<file path="config.mk">
export PLATFORM = sky130hd
export DESIGN_NAME = gpib_status_reporting
export DESIGN_NICKNAME = d
export VERILOG_FILES = /design/src/hdl/gpib_status_pkg.sv /design/src/hdl/gpib_status_reporting.sv
export VERILOG_INCLUDE_DIRS = /design/src /design/src/hdl
export SDC_FILE = /design/constraint.sdc
export NUM_CORES = 1
export LEC_CHECK = 0
export BUFFER_PORTS_ARGS = -buffer_cell sky130_fd_sc_hd__buf_4
export CORE_MARGIN = 8
export CORE_UTILIZATION = 45
export CTS_BUF_LIST = sky130_fd_sc_hd__clkbuf_4 sky130_fd_sc_hd__clkbuf_8 sky130_fd_sc_hd__clkbuf_16
export CTS_CLUSTER_SIZE = 30
export DETAILED_ROUTE_END_ITERATION = 10
export HOLD_SLACK_MARGIN = 0.15
export PLACE_DENSITY = 0.77
export SYNTH_ARGS = -nofsm -noshare
export SYNTH_HDL_FRONTEND = slang
export SYNTH_SLANG_ARGS = --single-unit
</file>
<file path="constraint.sdc">
create_clock -name core_clk -period 4.2 [get_ports core_clk]
set_clock_uncertainty 0.1 [all_clocks]
set_input_delay 0.42 -clock core_clk [delete_from_list [all_inputs] [get_ports core_clk]]
set_output_delay 0.42 -clock core_clk [all_outputs]
set_load 0.1 [all_outputs]
</file>
<file path="src/hdl/gpib_status_map.svh">
// constants: bit positions, masks, reset values and sync depth
`ifndef GPIB_STATUS_MAP_SVH
`define GPIB_STATUS_MAP_SVH
`define ESR_PON_BIT     7
`define ESR_CME_BIT     5
`define ESR_EXE_BIT     4
`define ESR_ALM_BIT     3
`define ESR_OPC_BIT     0
`define ESR_USED_MASK   8'hB9
`define ESR_RESET_VAL   8'h80
`define ESE_RESET_VAL   8'h00
`define SRE_RESET_VAL   8'h00
`define STB_MSS_BIT     6
`define STB_ESB_BIT     5
`define STB_MAV_BIT     4
`define STB_LOCAL_BUS_ERROR_BIT    1
`define STB_TMO_BIT     0
`define SRE_USED_MASK   8'hBF
`define SYNC_STAGES     3
`endif

</file>
<file path="src/hdl/gpib_status_pkg.sv">
// types shared by the status-reporting block and its bench
`default_nettype none
package gpib_status_pkg;
   typedef enum logic [3:0] {
      MSG_NONE = 4'h0, MSG_DCL = 4'h1, MSG_SPE = 4'h2, MSG_SPD = 4'h3,
      MSG_PPU  = 4'h4, MSG_LLO = 4'h5, MSG_UNL = 4'h6, MSG_UNT = 4'h7,
      MSG_SDC  = 4'h8, MSG_PPC = 4'h9, MSG_GTL = 4'hA, MSG_GET = 4'hB,
      MSG_TCT  = 4'hC
   } bus_msg_t;
   typedef enum logic [1:0] {
      RL_LOCAL      = 2'b00,
      RL_REMOTE     = 2'b01,
      RL_REMOTE_LLO = 2'b10
   } rl_state_t;
   typedef struct packed {
      logic cmd_error;
      logic exec_error;
      logic alarm_flag;
      logic op_complete;
   } events_t;
endpackage
`default_nettype wire

</file>
<file path="src/hdl/gpib_status_reporting.sv">
// status reporting, interface clears and remote/local state of gpib port
`include "gpib_status_map.svh"
`default_nettype none
module gpib_status_reporting (
   input  wire logic                      core_clk,    // 20 MHz clock
   input  wire logic                      rstn,        // power-up reset
   input  wire gpib_status_pkg::events_t  ev,          // event pulses
   input  wire logic                      lbus_err,    // local bus error
   input  wire logic                      lbus_tmo,    // local bus timeout
   input  wire logic                      mav,         // queue not empty
   input  wire logic                      ese_wr,      // enable mask write
   input  wire logic                      sre_wr,      // request mask write
   input  wire logic [7:0]                wr_data,     // write value
   input  wire logic                      ese_rd,      // enable mask query
   input  wire logic                      esr_rd,      // event status query
   input  wire logic                      stb_rd,      // status byte query
   input  wire logic                      cls_cmd,     // clear status
   input  wire logic                      rst_cmd,     // reset command
   input  wire gpib_status_pkg::bus_msg_t msg,         // bus message
   input  wire logic                      msg_vld,     // message strobe
   input  wire logic                      ifc,         // interface clear
   input  wire logic                      my_listen,   // own listen addr
   input  wire logic                      my_talk,     // own talk addr
   input  wire logic                      poll_rd,     // poll byte taken
   input  wire logic                      ren_pin,     // remote enable
   input  wire logic                      local_key,   // panel local key
   output logic [7:0]                     reply_data,  // query value
   output logic                           reply_vld,   // query pulse
   output logic [7:0]                     poll_data,   // serial poll byte
   output logic                           srq,         // service request
   output logic                           talker,      // talker addressed
   output logic                           listener,    // listener addressed
   output logic                           poll_mode,   // serial poll on
   output logic                           buf_clear,   // flush pulse
   output gpib_status_pkg::rl_state_t     rl_state,    // remote/local
   output logic                           lockout,     // lockout set
   output logic                           keys_ok,     // panel keys work
   output logic                           key_local_ok // local key works
);
   logic [7:0] esr_ff, ese_ff, sre_ff, reply_data_ff, status_byte;
   logic       local_bus_error_ff, tmo_ff, rqs_ff, mss_d_ff, reply_vld_ff;
   logic       talker_ff, listener_ff, spe_ff, llo_ff, buf_clear_ff;
   logic [`SYNC_STAGES-1:0] ren_sync_ff, key_sync_ff;
   logic       ren_ff, key_ff, key_d_ff, mss, key_press, poll_ok;
   logic       dcl, sdc, gtl, dev_clear, sb_clear;
   logic [7:0] ev_bits;
   gpib_status_pkg::rl_state_t rl_ff, nxt_rl;

   function automatic logic [7:0] used_esr(input logic [7:0] v);
      used_esr = v & `ESR_USED_MASK;
   endfunction

   // only the listed messages decode; the ignored ones fall through
   assign dcl       = msg_vld && (msg == gpib_status_pkg::MSG_DCL);
   assign sdc       = msg_vld && (msg == gpib_status_pkg::MSG_SDC)
                      && listener_ff;
   assign gtl       = msg_vld && (msg == gpib_status_pkg::MSG_GTL)
                      && listener_ff;
   assign dev_clear = dcl || sdc;
   assign sb_clear  = cls_cmd || dev_clear || rst_cmd;
   assign poll_ok   = poll_rd && spe_ff && talker_ff;

   always_comb begin
      ev_bits = 8'h00;
      ev_bits[`ESR_CME_BIT] = ev.cmd_error;
      ev_bits[`ESR_EXE_BIT] = ev.exec_error;
      ev_bits[`ESR_ALM_BIT] = ev.alarm_flag;
      ev_bits[`ESR_OPC_BIT] = ev.op_complete;
   end

   // new events win over a same-cycle read or clear
   always_ff @(posedge core_clk) begin
      if (!rstn) begin
         esr_ff <= `ESR_RESET_VAL;
      end else if (esr_rd || cls_cmd || dev_clear) begin
         esr_ff <= ev_bits;
      end else begin
         esr_ff <= esr_ff | ev_bits;
      end
   end

   always_ff @(posedge core_clk) begin
      if (!rstn || rst_cmd) begin
         ese_ff <= `ESE_RESET_VAL;
         sre_ff <= `SRE_RESET_VAL;
      end else begin
         if (ese_wr) begin
            ese_ff <= used_esr(wr_data);
         end
         if (sre_wr) begin
            sre_ff <= wr_data & `SRE_USED_MASK;
         end
      end
   end

   always_ff @(posedge core_clk) begin
      if (!rstn) begin
         local_bus_error_ff <= 1'b0;
         tmo_ff  <= 1'b0;
      end else begin
         local_bus_error_ff <= lbus_err || (local_bus_error_ff && !sb_clear);
         tmo_ff  <= lbus_tmo || (tmo_ff && !sb_clear);
      end
   end

   always_comb begin
      status_byte = 8'h00;
      status_byte[`STB_ESB_BIT]  = |(esr_ff & ese_ff);
      status_byte[`STB_MAV_BIT]  = mav;
      status_byte[`STB_LOCAL_BUS_ERROR_BIT] = local_bus_error_ff;
      status_byte[`STB_TMO_BIT]  = tmo_ff;
   end
   assign mss = |(status_byte & sre_ff);

   // set on the rise wins over a poll in the same cycle
   always_ff @(posedge core_clk) begin
      if (!rstn) begin
         rqs_ff   <= 1'b0;
         mss_d_ff <= 1'b0;
      end else begin
         mss_d_ff <= mss;
         if (!mss || sb_clear) begin
            rqs_ff <= 1'b0;
         end else if (!mss_d_ff) begin
            rqs_ff <= 1'b1;
         end else if (poll_ok) begin
            rqs_ff <= 1'b0;
         end
      end
   end

   always_ff @(posedge core_clk) begin
      if (!rstn) begin
         reply_data_ff <= 8'h00;
         reply_vld_ff  <= 1'b0;
      end else begin
         reply_vld_ff <= esr_rd || ese_rd || stb_rd;
         if (esr_rd) begin
            reply_data_ff <= esr_ff;
         end else if (ese_rd) begin
            reply_data_ff <= ese_ff;
         end else if (stb_rd) begin
            reply_data_ff <= status_byte | {1'b0, mss, 6'h00};
         end
      end
   end

   always_ff @(posedge core_clk) begin
      if (!rstn) begin
         talker_ff    <= 1'b0;
         listener_ff  <= 1'b0;
         spe_ff       <= 1'b0;
         buf_clear_ff <= 1'b0;
      end else begin
         buf_clear_ff <= dev_clear || rst_cmd;
         if (ifc || dev_clear || rst_cmd) begin
            talker_ff   <= 1'b0;
            listener_ff <= 1'b0;
         end else begin
            if (my_talk) begin
               talker_ff <= 1'b1;
            end else if (msg_vld && msg == gpib_status_pkg::MSG_UNT) begin
               talker_ff <= 1'b0;
            end
            if (my_listen) begin
               listener_ff <= 1'b1;
            end else if (msg_vld && msg == gpib_status_pkg::MSG_UNL) begin
               listener_ff <= 1'b0;
            end
         end
         if (ifc || (msg_vld && msg == gpib_status_pkg::MSG_SPD)) begin
            spe_ff <= 1'b0;
         end else if (msg_vld && msg == gpib_status_pkg::MSG_SPE) begin
            spe_ff <= 1'b1;
         end
      end
   end

   // pins: a level counts once stages two and three agree
   always_ff @(posedge core_clk) begin
      if (!rstn) begin
         ren_sync_ff <= '0;
         key_sync_ff <= '0;
         ren_ff      <= 1'b0;
         key_ff      <= 1'b0;
         key_d_ff    <= 1'b0;
      end else begin
         ren_sync_ff <= {ren_sync_ff[`SYNC_STAGES-2:0], ren_pin};
         key_sync_ff <= {key_sync_ff[`SYNC_STAGES-2:0], local_key};
         if (ren_sync_ff[1] == ren_sync_ff[2]) begin
            ren_ff <= ren_sync_ff[2];
         end
         if (key_sync_ff[1] == key_sync_ff[2]) begin
            key_ff <= key_sync_ff[2];
         end
         key_d_ff <= key_ff;
      end
   end
   assign key_press = key_ff && !key_d_ff;

   always_comb begin
      nxt_rl = rl_ff;
      case (rl_ff)
         gpib_status_pkg::RL_LOCAL: begin
            if (ren_ff && my_listen) begin
               nxt_rl = llo_ff ? gpib_status_pkg::RL_REMOTE_LLO
                               : gpib_status_pkg::RL_REMOTE;
            end
         end
         gpib_status_pkg::RL_REMOTE: begin
            if (gtl || key_press) begin
               nxt_rl = gpib_status_pkg::RL_LOCAL;
            end else if (msg_vld && msg == gpib_status_pkg::MSG_LLO) begin
               nxt_rl = gpib_status_pkg::RL_REMOTE_LLO;
            end
         end
         gpib_status_pkg::RL_REMOTE_LLO: begin
            if (gtl) begin
               nxt_rl = gpib_status_pkg::RL_LOCAL;
            end
         end
         default: nxt_rl = gpib_status_pkg::RL_LOCAL;
      endcase
      if (!ren_ff || dev_clear) begin
         nxt_rl = gpib_status_pkg::RL_LOCAL;
      end
   end

   always_ff @(posedge core_clk) begin
      if (!rstn) begin
         rl_ff  <= gpib_status_pkg::RL_LOCAL;
         llo_ff <= 1'b0;
      end else begin
         rl_ff <= nxt_rl;
         if (!ren_ff || dev_clear) begin
            llo_ff <= 1'b0;
         end else if (msg_vld && msg == gpib_status_pkg::MSG_LLO) begin
            llo_ff <= 1'b1;
         end
      end
   end

   assign reply_data   = reply_data_ff;
   assign reply_vld    = reply_vld_ff;
   assign poll_data    = status_byte | {1'b0, rqs_ff, 6'h00};
   assign srq          = rqs_ff;
   assign talker       = talker_ff;
   assign listener     = listener_ff;
   assign poll_mode    = spe_ff;
   assign buf_clear    = buf_clear_ff;
   assign rl_state     = rl_ff;
   assign lockout      = llo_ff;
   assign keys_ok      = (rl_ff == gpib_status_pkg::RL_LOCAL);
   assign key_local_ok = (rl_ff != gpib_status_pkg::RL_REMOTE_LLO);
endmodule
`default_nettype wire

</file>
* Word level (Yosys, flattened, before mapping)
Cells that the tools add are included. W data, S select, Z words.
Word-level totals: bits in registers 49, input port bits 35, output and inout port bits 27, logic and storage cells 110
Operators by class: equal/unequal tests 17, mux-type cells 16, bitwise gates (word level) 6, reductions and logical operators 50
Operators with widths (number):
- $mux W8 | 4
- $logic_or A1 B1 Y1 | 17
- $logic_and A1 B1 Y1 | 16
- $reduce_or A8 Y1 | 2
- $or A6 B7 Y7 | 2
- $eq A4 B3 Y1 const B | 3
- $mux W2 | 5
- $reduce_or A2 Y1 | 5
- $and A6 B8 Y8 | 1
- $and A8 B8 Y8 | 1
- $eq A4 B2 Y1 const B | 2
- $eq A4 B4 Y1 const B | 2
- $or A8 B6 Y8 | 1
- $mux W1 | 6
- $pmux W2 S3 | 1
- $logic_not A1 Y1 | 5
- $eq A4 B1 Y1 const B | 1
- $ne A2 B1 Y1 const B | 2
- $ne A2 B2 Y1 const B | 2
- $reduce_bool A2 Y1 | 2
- $ne A3 B3 Y1 const B | 1
- $reduce_and A3 Y1 | 1
- $reduce_bool A3 Y1 | 1
- $eq A1 B1 Y1 | 2
- 4 further kinds | 4

* Depth between registers and ports, before layout
Gate-level depths: netlist (run 1).
word-level depth 9, gate-level depth with buffers 5, mapped depth without buffers 4

* Least setup slack after synthesis (run 1)
Ideal clock, no wire load.
path type reg-to-output, start reg rl_ff[1] (netlist: rl_state[1]), end out keys_ok, data arrival time 2.104 ns, data required time 3.680 ns, path slack 1.576 ns, stages on the path, launching flop included 2, buffers on the path 0, path through dfxtp_1 > nor2_1
Between the ends: longest elaborated chain between the ends 1
Ends and longest elaborated chain:
- from (decl) | line gpib_status_reporting.sv:47 | gpib_status_pkg::rl_state_t rl_ff, nxt_rl;
- from (signal assigned) | line gpib_status_reporting.sv:231 | rl_ff <= gpib_status_pkg::RL_LOCAL;
- from (signal assigned) | line gpib_status_reporting.sv:234 | rl_ff <= nxt_rl;
- $logic_not A2 Y1 | line gpib_status_reporting.sv:253 | assign keys_ok = (rl_ff == gpib_status_pkg::RL_LOCAL);
- to (decl) | line gpib_status_reporting.sv:37 | output logic keys_ok,
Every way passes these cells.

* Worst setup path in the final report (run 1)
start reg esr_ff[3], end out poll_data[5]
Between the ends: longest elaborated chain between the ends 3
Ends and longest elaborated chain:
- from (decl) | line gpib_status_reporting.sv:40 | logic [7:0] esr_ff, ese_ff, sre_ff, reply_data_ff, status_byte;
- from (signal assigned) | line gpib_status_reporting.sv:74 | esr_ff <= `ESR_RESET_VAL;
- from (signal assigned) | line gpib_status_reporting.sv:76 | esr_ff <= ev_bits;
- from (signal assigned) | line gpib_status_reporting.sv:78 | esr_ff <= esr_ff | ev_bits;
- $and A8 B8 Y8 | line gpib_status_reporting.sv:108 | status_byte[`STB_ESB_BIT] = |(esr_ff & ese_ff);
- $reduce_or A8 Y1 | line gpib_status_reporting.sv:108
- $or A6 B7 Y7 | line gpib_status_reporting.sv:245 | assign poll_data = status_byte | {1'b0, rqs_ff, 6'h00};
- to (decl) | line gpib_status_reporting.sv:29 | output logic [7:0] poll_data,
Every way passes these cells.

==> summary.md, run 1 <==
| Metric | Value |
|---|---|
| Max Freq | 0.524 GHz |
| Placed Cells incl. Taps | 268 |
| Die Area | 6080 sq um |
| Hold WS | 0.206 ns |
| CTS tree | done |
| Max-cap violations | 0 |
| R2R cell count | 4 |
| GRT Total Usage | 0.126 |
| Largest net degree at the start of global routing | 19 |
| Synth cell types | 37 |
| VDD IR-drop max | 223 uV |
| Io pins | 62 |
| # diodes | 0 |
| Wire per inst | 14.2 um |
| Sequential area share after synthesis | 0.487 |
| Post-Layout Inst Area | 2200 sq um |
| Routed vias/inst | 5.01 |
| Final Max Tran Viols | 0 |
| Total Nets Final | 262 |
| Met3 Resource Use GR | 0.0680 |
| Clk_lat worst skew | 0.29 ns |
| CP Buf/Inv Count | 1 |
| Initial core utilization | 0.468 |
| Core area | 3690 sq um |
| Slowest cell on crit path | a222oi_1 |
| Vias post-DR | 1374 |
| CP required | 3.68 ns |
| Status | complete, no violations |
| TritonRoute pass-1 iters | 4 |
| HP Start | ifc |
| Met1 Use GR | 0.151 |
| CP delay by family, top | compound AO/OA/AOI/OAI gates |
| Worst Setup End Kind | output port |
| Total gr overflow | 0 |
| Critical path startpoint | esr_ff[3] |
| Max incr delay on CP | 0.34 ns |
| H-tree Lvls | 2 |
| Synthesized area | 1730 sq um |
| Final hold vios | 0 |
| Initial antenna violation count | 0 |
| 1st-iter DRT viols | 78 |
| Crit path kind | reg -> out |
| Root Driver | clkbuf_8 |
| Max clock buf depth | 2 |
| Pwr dens | 378 nW/um^2 |
| Die Y | 77.9 um |
| Placed cell areas | 2110 sq um |
| CP max FO | 3 |
| Rows | 22 |
| Area growth syn-to-layout | 27.2% |
| Reg-to-reg critical path endpoint | reply_data[6] |
| RSZ-0062 raised after global routing | no |
| Syn Inst Count | 179 |
| Synth Warn # | 0 |
| Internal reg-to-reg setup slack | 2.57 ns |
| WL final | 3.89 mm |
| Synth Area per Inst | 9.65 sq um |
| Vias in the first global route | 1323 |
| Critical-path cell list | a222oi_1, nand2_1, buf_4 |
| Leakage | 0.950 nW |
| Hold buffer count at CTS | 0 |
| Met2 Usage GRT | 0.185 |
| Seq cells post-synth | 42 |
| CTS Buf Count | 5 |
| Post-CTS Setup Bufs | 0 |
| # fillers | 347 |
| Minimum clock period | 1.91 ns |
| DRT antenna net count | 0 |
| Arr. time, crit path | 1.39 ns |
| # setup viols final | 0 |
| Final cell count without fillers | 274 |
| Top Usage Layer GRT | met2 |
| First-pass GRT wire length | 6.24 mm |
| Fraction of layout cells with a size suffix above 1 | 0.296 |
| Port buffer count | 55 |
| CTS sink count | 42 |
| Total negative setup slack | 0 ns |
| Worst Setup EP | poll_data[5] |
| WP depth | 3 |
| DP HPWL | 3.01 mm |
| Share of the clock period used by the worst path | 0.455 |
| Die width | 77.9 um |
| Gp weighted congestion | 0.735 |
| Post-cts sizing count | 0 |
| Worst hold path class | in -> reg |
| Drt drc | 0 |
| Clock Pin Slew Worst Setup and Hold Paths | 0.07 ns |
| Worst r2r src | esr_ff[3] |
| Critical Path Source Type | flop |
[synthesized netlist by cell type]
cell type | n | area [sq um]
clkbuf_1 | 7 | 26.3
nor3_1 | 8 | 40.0
nand3b_4 | 1 | 20.0
nor3_2 | 1 | 10.0
a222oi_1 | 2 | 20.0
nand2b_4 | 1 | 13.8
a211oi_1 | 4 | 30.0
nand2b_1 | 5 | 31.3
buf_2 | 2 | 10.0
o21ai_0 | 5 | 25.0
nor2_1 | 23 | 86.3
a32o_1 | 2 | 20.0
o21a_1 | 1 | 7.51
buf_4 | 8 | 60.1
nand2_1 | 8 | 30.0
or3_1 | 2 | 12.5
o41ai_1 | 1 | 8.76
or3b_2 | 1 | 8.76
dfxtp_1 | 42 | 841
nor2_2 | 1 | 6.26
a22o_1 | 4 | 35.0
mux2i_1 | 14 | 140
nor4b_1 | 2 | 17.5
nand3b_1 | 2 | 15.0
nand3_1 | 1 | 5.00
o31ai_1 | 1 | 7.51
nor2b_1 | 2 | 12.5
a2111oi_0 | 2 | 17.5
a21boi_0 | 2 | 15.0
a22oi_1 | 2 | 15.0
o22ai_1 | 1 | 6.26
conb_1 | 1 | 3.75
a21oi_1 | 5 | 25.0
and2_1 | 8 | 50.1
nor3b_1 | 3 | 22.5
inv_1 | 3 | 11.3
a211oi_4 | 1 | 20.0
[worst register-to-register path, delay by kind of cell (launching register included)]
family / cells / cell delay (ns)
AO/OA/AOI/OAI: 3 / 0.90
flip-flops: 1 / 0.33
AND/OR/NAND/NOR: 1 / 0.16
[power breakdown]
part / total [W] / internal (W) / switching (W)
Sequential: 0.000423 / 0.000413 / 0.00000950
Clock: 0.000250 / 0.000127 / 0.000123
Combinational: 0.000158 / 0.0000491 / 0.000109
[metal layers]
layer,vias to the layer above,share of wire
li1,707,-
met1,605,0.46
met2,56,0.42
met3,6,0.11
met4,0,0.012
met5,-,0
[cells by family after synthesis]
| kind of cell | share of synthesized area |
|---|---|
| simple gates | 0.221 |
| flops | 0.487 |
| compound gates | 0.146 |
| buf+inv | 0.0623 |
| mux | 0.0812 |
| other cells | 0.00217 |
[stage by stage]
stage / power (W) / setup WS (ns) / utilization
floorplan: 0.000547 / 1.58 / -
global placement: 0.000588 / 2.48 / 0.573
detailed placement: 0.000590 / 2.48 / 0.573
CTS: 0.000837 / 2.28 / 0.596
global route: 0.000863 / 2.22 / 0.596
finish: 0.000830 / 2.29 / 0.596
[worst min-delay path by stage]
stage	to	slack [ns]	cells after the start
floorplan	key_sync_ff[1]	0.31	1
global placement	ren_sync_ff[1]	0.31	1
detailed placement	key_sync_ff[1]	0.32	1
CTS	poll_mode	0.20	2
global route	poll_mode	0.20	2
finish	poll_mode	0.21	2
[cell usage in the layout (no fill, tap or decap), types with 2 or more instances in the layout]
cell type / synthesis / routed
a2111oi_0: 2 / 2
a211oi_1: 4 / 4
a21boi_0: 2 / 2
a21oi_1: 5 / 5
a222oi_1: 2 / 2
a22o_1: 4 / 4
a22oi_1: 2 / 2
a32o_1: 2 / 2
and2_1: 8 / 8
buf_4: 8 / 55
clkbuf_8: 0 / 6
conb_1: 1 / 4
dfxtp_1: 42 / 42
inv_1: 3 / 3
mux2i_1: 14 / 14
nand2_1: 8 / 8
nand2b_1: 5 / 5
nand3b_1: 2 / 2
nor2_1: 23 / 23
nor2b_1: 2 / 2
nor3_1: 8 / 8
nor3b_1: 3 / 3
nor4b_1: 2 / 2
o21ai_0: 5 / 5
or3_1: 2 / 2
[area by class of cell]
type | instances | area (sq um) | share of cell area
repair buffers | 55 | 413 | 0.188
flip-flops and latches | 42 | 841 | 0.383
well taps | 48 | 60.1 | 0.0273
inverters | 3 | 11.3 | 0.00513
multi-input cells | 120 | 790 | 0.359
clock buffers | 6 | 82.6 | 0.0376
[sequential cells by signal, indices dropped and copies added (netlist names), 2 cells and up]
register     cells
esr_ff           5
ren_sync_ff      3
ese_ff           5
rl_state         2
sre_ff           4
key_sync_ff      3
reply_data       7
No activity file was read; power rests on OpenSTA's default activity.
==> inputs of run 2 (changes only) <==
--- a/config.mk
+++ b/config.mk
@@ -6,14 +6,15 @@
 export SDC_FILE = /design/constraint.sdc
 export NUM_CORES = 1
 export LEC_CHECK = 0
+export ABC_AREA = 1
 export BUFFER_PORTS_ARGS = -buffer_cell sky130_fd_sc_hd__buf_4
 export CORE_MARGIN = 8
-export CORE_UTILIZATION = 45
+export CORE_UTILIZATION = 44
 export CTS_BUF_LIST = sky130_fd_sc_hd__clkbuf_4 sky130_fd_sc_hd__clkbuf_8 sky130_fd_sc_hd__clkbuf_16
 export CTS_CLUSTER_SIZE = 30
 export DETAILED_ROUTE_END_ITERATION = 10
 export HOLD_SLACK_MARGIN = 0.15
-export PLACE_DENSITY = 0.77
+export PLACE_DENSITY = 0.78
 export SYNTH_ARGS = -nofsm -noshare
 export SYNTH_HDL_FRONTEND = slang
 export SYNTH_SLANG_ARGS = --single-unit
==> constraint.sdc (replaced) <==
create_clock -name core_clk -period 1.75 [get_ports core_clk]
set_clock_uncertainty 0.1 [all_clocks]
set_input_delay 0.175 -clock core_clk [delete_from_list [all_inputs] [get_ports core_clk]]
set_output_delay 0.175 -clock core_clk [all_outputs]
set_load 0.1 [all_outputs]
==> run 2 against run 1 <==
Critical path depth up 2. Synthesized cell count rose by 39%. Worst hold slack got worse by 0.032 ns. Cell count up 43%. Register-to-register slack got worse by 2.4 ns. Combinational power grew to 2.8 times the previous value. Core utilization grew 8.3 points. Non-clock buffer count up 38. Die area grew 6.5%. Critical endpoint is now listener. Largest power group unchanged.
==> summary.md, run 2 <==
| Metric | Value |
|---|---|
| Internal power | 0.00148 W (+150%) |
| # diodes | 0 (unchanged) |
| Post-synth top area cell | dfxtp_1 |
| Worst Setup End Kind | flop |
| Crit-path most repeated cell | dlygate4sd3_1 |
| Synth Warn # | 0 (unchanged) |
| NetSw | 0.000625 W (+160%) |
| Synth cell types | 28 (-24%) |
| Sequential area share after synthesis | 0.460 (-0.0267) |
| Initial antenna violation count | 0 (unchanged) |
| Commonest non-fill, non-tap cells in the layout | 65 x nand2_1, 57 x buf_4, 39 x dfxtp_1 |
| Initial core utilization | 0.457 (-0.0114) |
| Most frequent cell after synthesis | nand2_1 |
| Synth Flop Type | dfxtp_1 |
| Design Power | 0.00211 W (+150%) |
| Largest net degree at the start of global routing | 20 (+1) |
| Vias in the first global route | 1794 (+36%) |
| Die Area | 6470 sq um (+6.5%) |
| Rows | 23 (+4.5%) |
| Top cells by area, synth | dfxtp_1 46%, nand2_1 13%, inv_1 8.0%, a21oi_1 7.1%, nand4_1 3.8% |
| Clk_lat worst skew | 0.29 ns (about the same) |
| EDFF count, synth | 0 (unchanged) |
| Vias post-DR | 1854 (+35%) |
| Io pins | 62 (unchanged) |
| Gp weighted congestion | 0.774 (+5.3%) |
| Core area | 4000 sq um (+8.4%) |
| Root Driver | clkbuf_8 |
| TritonRoute pass-1 iters | 4 (unchanged) |
| Die Y | 80.4 um (+3.2%) |
| WL final | 4.93 mm (+27%) |
| Crit path kind | in -> reg |
| Post-Layout Inst Area | 2720 sq um (+24%) |
| Most common cell after layout, fill and taps aside | nand2_1 |
| Arr. time, crit path | 1.76 ns (+0.37 ns) |
| Die width | 80.4 um (+3.2%) |
| R2R cell count | 6 (+2) |
| Port buffer count | 55 (unchanged) |
| Worst hold path class | in -> reg |
| Slowest cell on crit path | dlygate4sd3_1 |
| Routed vias/inst | 4.74 (-5.4%) |
| Clock Pin Slew Worst Setup and Hold Paths | 0.07 ns (about the same) |
| Area growth syn-to-layout | 48.6% |
| Max Freq | 0.612 GHz |
| CP required | 1.88 ns (-1.80 ns) |
| DP HPWL | 3.43 mm (+14%) |
| Pwr dens | 775 nW/um^2 (+110%) |
| Total Nets Final | 375 (+43%) |
| Seq cells post-synth | 42 (unchanged) |
| 1st-iter DRT viols | 98 (+26%) |
| Syn Inst Count | 249 (+39%) |
| CTS tree | done |
| Total negative setup slack | 0 ns (unchanged) |
| FFs w/ async S/R, synth | 0 (unchanged) |
| Yosys top cell area share | 0.460 (-0.0267) |
| CP max FO | 19 (+16) |
| DRT antenna net count | 0 (unchanged) |
| Critical-path cell list | dlygate4sd3_1, buf_4, nand4_1, nor2_1, dlygate4sd3_1 |
| Sw Share | 0.297 (+0.00643) |
| First-pass GRT wire length | 7.87 mm (+26%) |
| Synth Area per Inst | 7.34 sq um (-24%) |
| Max incr delay on CP | 0.56 ns (+0.22 ns) |
| Critical Path Source Type | input port |
| Max-cap violations | 0 (unchanged) |
| Worst Hold Depth | 4 (+2) |
| Clk pwr share | 0.306 (+0.005) |
| Max clock buf depth | 2 (unchanged) |
| Max reg flops | 7 (unchanged) |
| Placed cell areas | 2230 sq um (+5.6%) |
| H-tree Lvls | 2 (unchanged) |
| Final Max Tran Viols | 0 (unchanged) |
| Synthesized area | 1830 sq um (+5.8%) |
| Final hold vios | 0 (unchanged) |
| RSZ-0062 raised after global routing | no |
| Share of the clock period used by the worst path | 0.934 |
| Fraction of layout cells with a size suffix above 1 | 0.246 (-0.0501) |
| Logic pwr share | 0.212 (+0.022) |
| # setup viols final | 0 (unchanged) |
| GRT Total Usage | 0.149 (+0.0232) |
| Post-synth top cells | 65 x nand2_1, 42 x dfxtp_1, 39 x inv_1, 26 x a21oi_1, 13 x nor2_1 |
| CTS Buf Count | 5 (unchanged) |
| CTS sink count | 42 (unchanged) |
| Drt drc | 0 (unchanged) |
| Seq pwr share | 0.482 (-0.027) |
| Total gr overflow | 0 (unchanged) |
| Minimum clock period | 1.63 ns |
| VDD IR-drop max | 470 uV (+110%) |
| Leakage | 1.31 nW (+38%) |
| Status | complete, no violations |
| Wire per inst | 12.6 um (-11%) |
run 2: cell count changes after synthesis, moves of 5 or more:
cell      change
nor2_1       -10
nand3_1      +10
inv_1        +36
and2_1        -8
nand2_1      +57
mux2i_1      -14
nand2b_1      -5
clkbuf_1      -7
a21oi_1      +21
nor3_1        -7
nand4_1      +11
run 2: final cells by class:
| class | instances | area (sq um) |
|---|---|---|
| multi-input combinational | 155 | 759 |
| timing repair buffer | 93 | 788 |
| clock buffer | 7 | 90.1 |
| tap | 50 | 62.6 |
| fill | 355 | 1280 |
| inverter | 43 | 165 |
| clock inverter | 1 | 5.00 |
| sequential | 42 | 845 |
run 2: cell families (layout without fill, tap and decap cells):
group                    after synthesis  in the layout  share of synthesized area
other                                  1              4                    0.00205
adder cells (fa/ha/maj)                1              1                    0.00548
buffers and inverters                 55            144                      0.137
AND/OR/NAND/NOR                      112            112                      0.279
AO/OA/AOI/OAI                         38             38                      0.116
flip-flops                            42             42                      0.460
run 2: worst paths after layout:
path,start,to,slack (ns)
worst min register to register,key_sync_ff[0],key_sync_ff[1],0.32
worst min-delay path,cls_cmd,esr_ff[7],0.17
worst max-delay path,rstn,listener,0.12
worst max register to register,listener,listener,0.13
run 2: what timing repair did:
action / CTS / global route
hold buffers: 36 / 0
hold endpoints to repair: 37 / 0
endpoints found under the setup margin: 0 / 2
buffers inserted: 0 / 2
gates resized for setup: 0 / 2
run 2: stage by stage:
step	util	instances	setup slack [ns]	hold WS, ns
final	0.679	391	0.115	0.175
after CTS	0.672	389	0.0843	0.164
after global routing	0.679	391	0.00229	0.198
after global placement	0.558	345	0.461	0.257
after floorplan	-	252	-0.325	0.173
after detailed placement	0.558	345	0.432	0.261
run 2: layer usage:
metal,GRT usage,vias to the layer above,part of all wire
li1,-,953,-
met2,0.252,58,0.48
met1,0.170,839,0.42
met4,0.0382,0,0.0095
met5,0,-,0
met3,0.0580,4,0.091
run 2: critical path: cells and delay by family:
family,cells,cell delay [ns]
buffers and inverters,3,1.33
AND/OR/NAND/NOR,2,0.25
run 2: power groups by stage:
stage | registers, W | logic (W) | clock network [W]
after floorplan | 0.00112 | 0.000187 | 0
final | 0.00101 | 0.000446 | 0.000644
after detailed placement | 0.00104 | 0.000377 | 0
after CTS | 0.00101 | 0.000437 | 0.000660
after global routing | 0.00102 | 0.000473 | 0.000705
after global placement | 0.00104 | 0.000373 | 0
==> inputs of run 3 (changes only) <==
--- a/config.mk
+++ b/config.mk
@@ -13,6 +13,7 @@
 export CTS_BUF_LIST = sky130_fd_sc_hd__clkbuf_4 sky130_fd_sc_hd__clkbuf_8 sky130_fd_sc_hd__clkbuf_16
 export CTS_CLUSTER_SIZE = 30
 export DETAILED_ROUTE_END_ITERATION = 10
+export GPL_TIMING_DRIVEN = 0
 export HOLD_SLACK_MARGIN = 0.15
 export PLACE_DENSITY = 0.78
 export SYNTH_ARGS = -nofsm -noshare
==> run 3 against run 2 <==
Sequential share of layout area is 0.59 points lower. Critical path depth is 2 higher. Register-to-register slack worse by 0.04 ns. Sequential cell count stayed put. Critical path type is now reg -> reg. Largest power group unchanged.
==> summary.md, run 3 (synthesized netlist as in run 2, its figures left out) <==
| Metric | Value |
|---|---|
| Status | complete, no violations |
| Crit-path most repeated cell | nand3_2 |
| CP Buf/Inv Count | 2 (-1) |
| CP delay by family, top | buffers and inverters |
| Die Area | 6470 sq um (unchanged) |
| # diodes | 0 (unchanged) |
| GRT Total Usage | 0.156 (+0.00706) |
| WL final | 4.94 mm (+0.18%) |
| Root Driver | clkbuf_8 |
| Total gr overflow | 0 (unchanged) |
| Leakage | 1.37 nW (+4.3%) |
| DP HPWL | 3.51 mm (+2.5%) |
| Area growth syn-to-layout | 51.5% |
| Final hold vios | 0 (unchanged) |
| Port buffer count | 54 (-1.8%) |
| CP max FO | 10 (-9) |
| First-pass GRT wire length | 8.09 mm (+2.7%) |
| Rows | 23 (unchanged) |
| Max Freq | 0.602 GHz (-1.6%) |
| Share of the clock period used by the worst path | 0.950 (+0.0154) |
| Final Max Tran Viols | 0 (unchanged) |
| VDD IR-drop max | 523 uV (+11%) |
| R2R cell count | 7 (+1) |
| Max clock buf depth | 2 (unchanged) |
| Max-cap violations | 0 (unchanged) |
| Clock Pin Slew Worst Setup and Hold Paths | 0.07 ns (about the same) |
| Initial core utilization | 0.457 (unchanged) |
| Critical Path Source Type | flop |
| WP depth | 7 (+2) |
| Critical-path cell list | nand3_2, nand2_2, nand3_2, buf_6, nand4_1, nor2_1, dlygate4sd3_1 |
| Vias in the first global route | 1870 (+4.2%) |
| Largest net degree at the start of global routing | 12 (-40%) |
| Minimum clock period | 1.66 ns (+0.0270 ns) |
| Total Nets Final | 385 (+2.7%) |
| H-tree Lvls | 2 (unchanged) |
| CTS tree | done |
| Worst Hold Depth | 4 (unchanged) |
| Worst Setup End Kind | flop |
| Crit path kind | reg -> reg |
| Pwr dens | 751 nW/um^2 (-3.1%) |
| DRT antenna net count | 0 (unchanged) |
| # setup viols final | 0 (unchanged) |
| TritonRoute pass-1 iters | 4 (unchanged) |
| Total negative setup slack | 0 ns (unchanged) |
| CTS Buf Count | 5 (unchanged) |
| Gp weighted congestion | 0.781 (+0.94%) |
| Routed vias/inst | 4.73 (-0.25%) |
| Slowest cell on crit path | dlygate4sd3_1 |
| Pre-CTS setup slack | 0.505 ns (+0.0732 ns) |
| CTS sink count | 42 (unchanged) |
| Max reg flops | 7 (unchanged) |
| Io pins | 62 (unchanged) |
| Most common cell after layout, fill and taps aside | buf_4 |
| Fraction of layout cells with a size suffix above 1 | 0.277 (+0.0308) |
| Clk_lat worst skew | 0.28 ns (about the same) |
| Core area | 4000 sq um (unchanged) |
| Initial antenna violation count | 0 (unchanged) |
| Worst hold path class | in -> reg |
| Vias post-DR | 1892 (+2.0%) |
| Die Y | 80.4 um (unchanged) |
| Commonest non-fill, non-tap cells in the layout | 66 x buf_4, 64 x nand2_1, 39 x dfxtp_1 |
| Max incr delay on CP | 0.55 ns (about the same) |
| Wire per inst | 12.4 um (-2.1%) |
| Arr. time, crit path | 1.73 ns (-0.03 ns) |
| Layout Utilization | 0.692 (+0.0131) |
| Die width | 80.4 um (unchanged) |
| RSZ-0062 raised after global routing | no |
| CP required | 1.82 ns (-0.06 ns) |
| Drt drc | 0 (unchanged) |
| 1st-iter DRT viols | 126 (+29%) |
| Worst setup margin | 0.0884 ns (-0.0270 ns) |
[run 3: cell count changes in the layout (fill, tap and decap cells not counted)]
cell           previous run  this run
clkbuf_8                  6         5
buf_6                     0         1
clkbuf_4                  1         2
nand2_2                   2         3
clkinv_2                  1         0
clkinv_1                  1         0
nand2_1                  65        64
buf_2                     0         2
nand3_2                   2         3
nand3_4                   1         0
inv_2                     3         4
dlygate4sd3_1            36        34
buf_4                    57        66
[run 3: routing by layer]
metal	vias up	part of all wire	track usage
met2	60	0.47	0.255
met4	0	0.013	0.0600
li1	970	-	-
met1	856	0.43	0.177
met5	-	0	0
met3	6	0.082	0.0625
[run 3: final timing paths]
path                                     start        endpoint  slack [ns]
worst min-delay path                    msg[1]         lockout        0.16
worst max register to register        listener        listener        0.09
worst min register to register  key_sync_ff[0]  key_sync_ff[1]        0.32
worst max-delay path                  listener        listener        0.09
[run 3: where the power goes]
group          leakage (nW)  switching, W  total, W  internal (W)
sequential            0.346     0.0000243   0.00102      0.000992
combinational         0.980      0.000293  0.000462      0.000169
clock                0.0452      0.000295  0.000601      0.000305
total                  1.37      0.000613   0.00208       0.00147
[run 3: layout make-up]
cell class	instances	area, sq um
fill	334	1230
sequential	42	845
timing repair buffer	91	768
multi-input combinational	155	754
inverter	43	165
buffer	12	88.8
clock buffer	7	83.8
tap	50	62.6
[run 3: stage by stage]
step           cell area (sq um)  hold slack, ns  power [W]  cells
6_report                    2770           0.155    0.00208    400
2_1_floorplan               1850           0.173    0.00131    252
5_1_grt                     2770           0.180    0.00218    400
3_5_place_dp                2310           0.261    0.00143    356
3_3_place_gp                2310           0.258    0.00143    356
4_1_cts                     2740           0.150    0.00209    397
[run 3: worst register-to-register path: stages, from the launching register on]
cell	delay, ns
dfxtp_2	0.36
nand3_2	0.09
nand2_2	0.07
nand3_2	0.08
buf_6	0.15
nand4_1	0.09
nor2_1	0.05
dlygate4sd3_1	0.55
[run 3: repair_timing]
action	in CTS	in global routing
endpoints found under the hold margin	32	0
buffers inserted	0	3
hold buffers	34	0
resized for setup	0	3
endpoints found under the setup margin	0	2
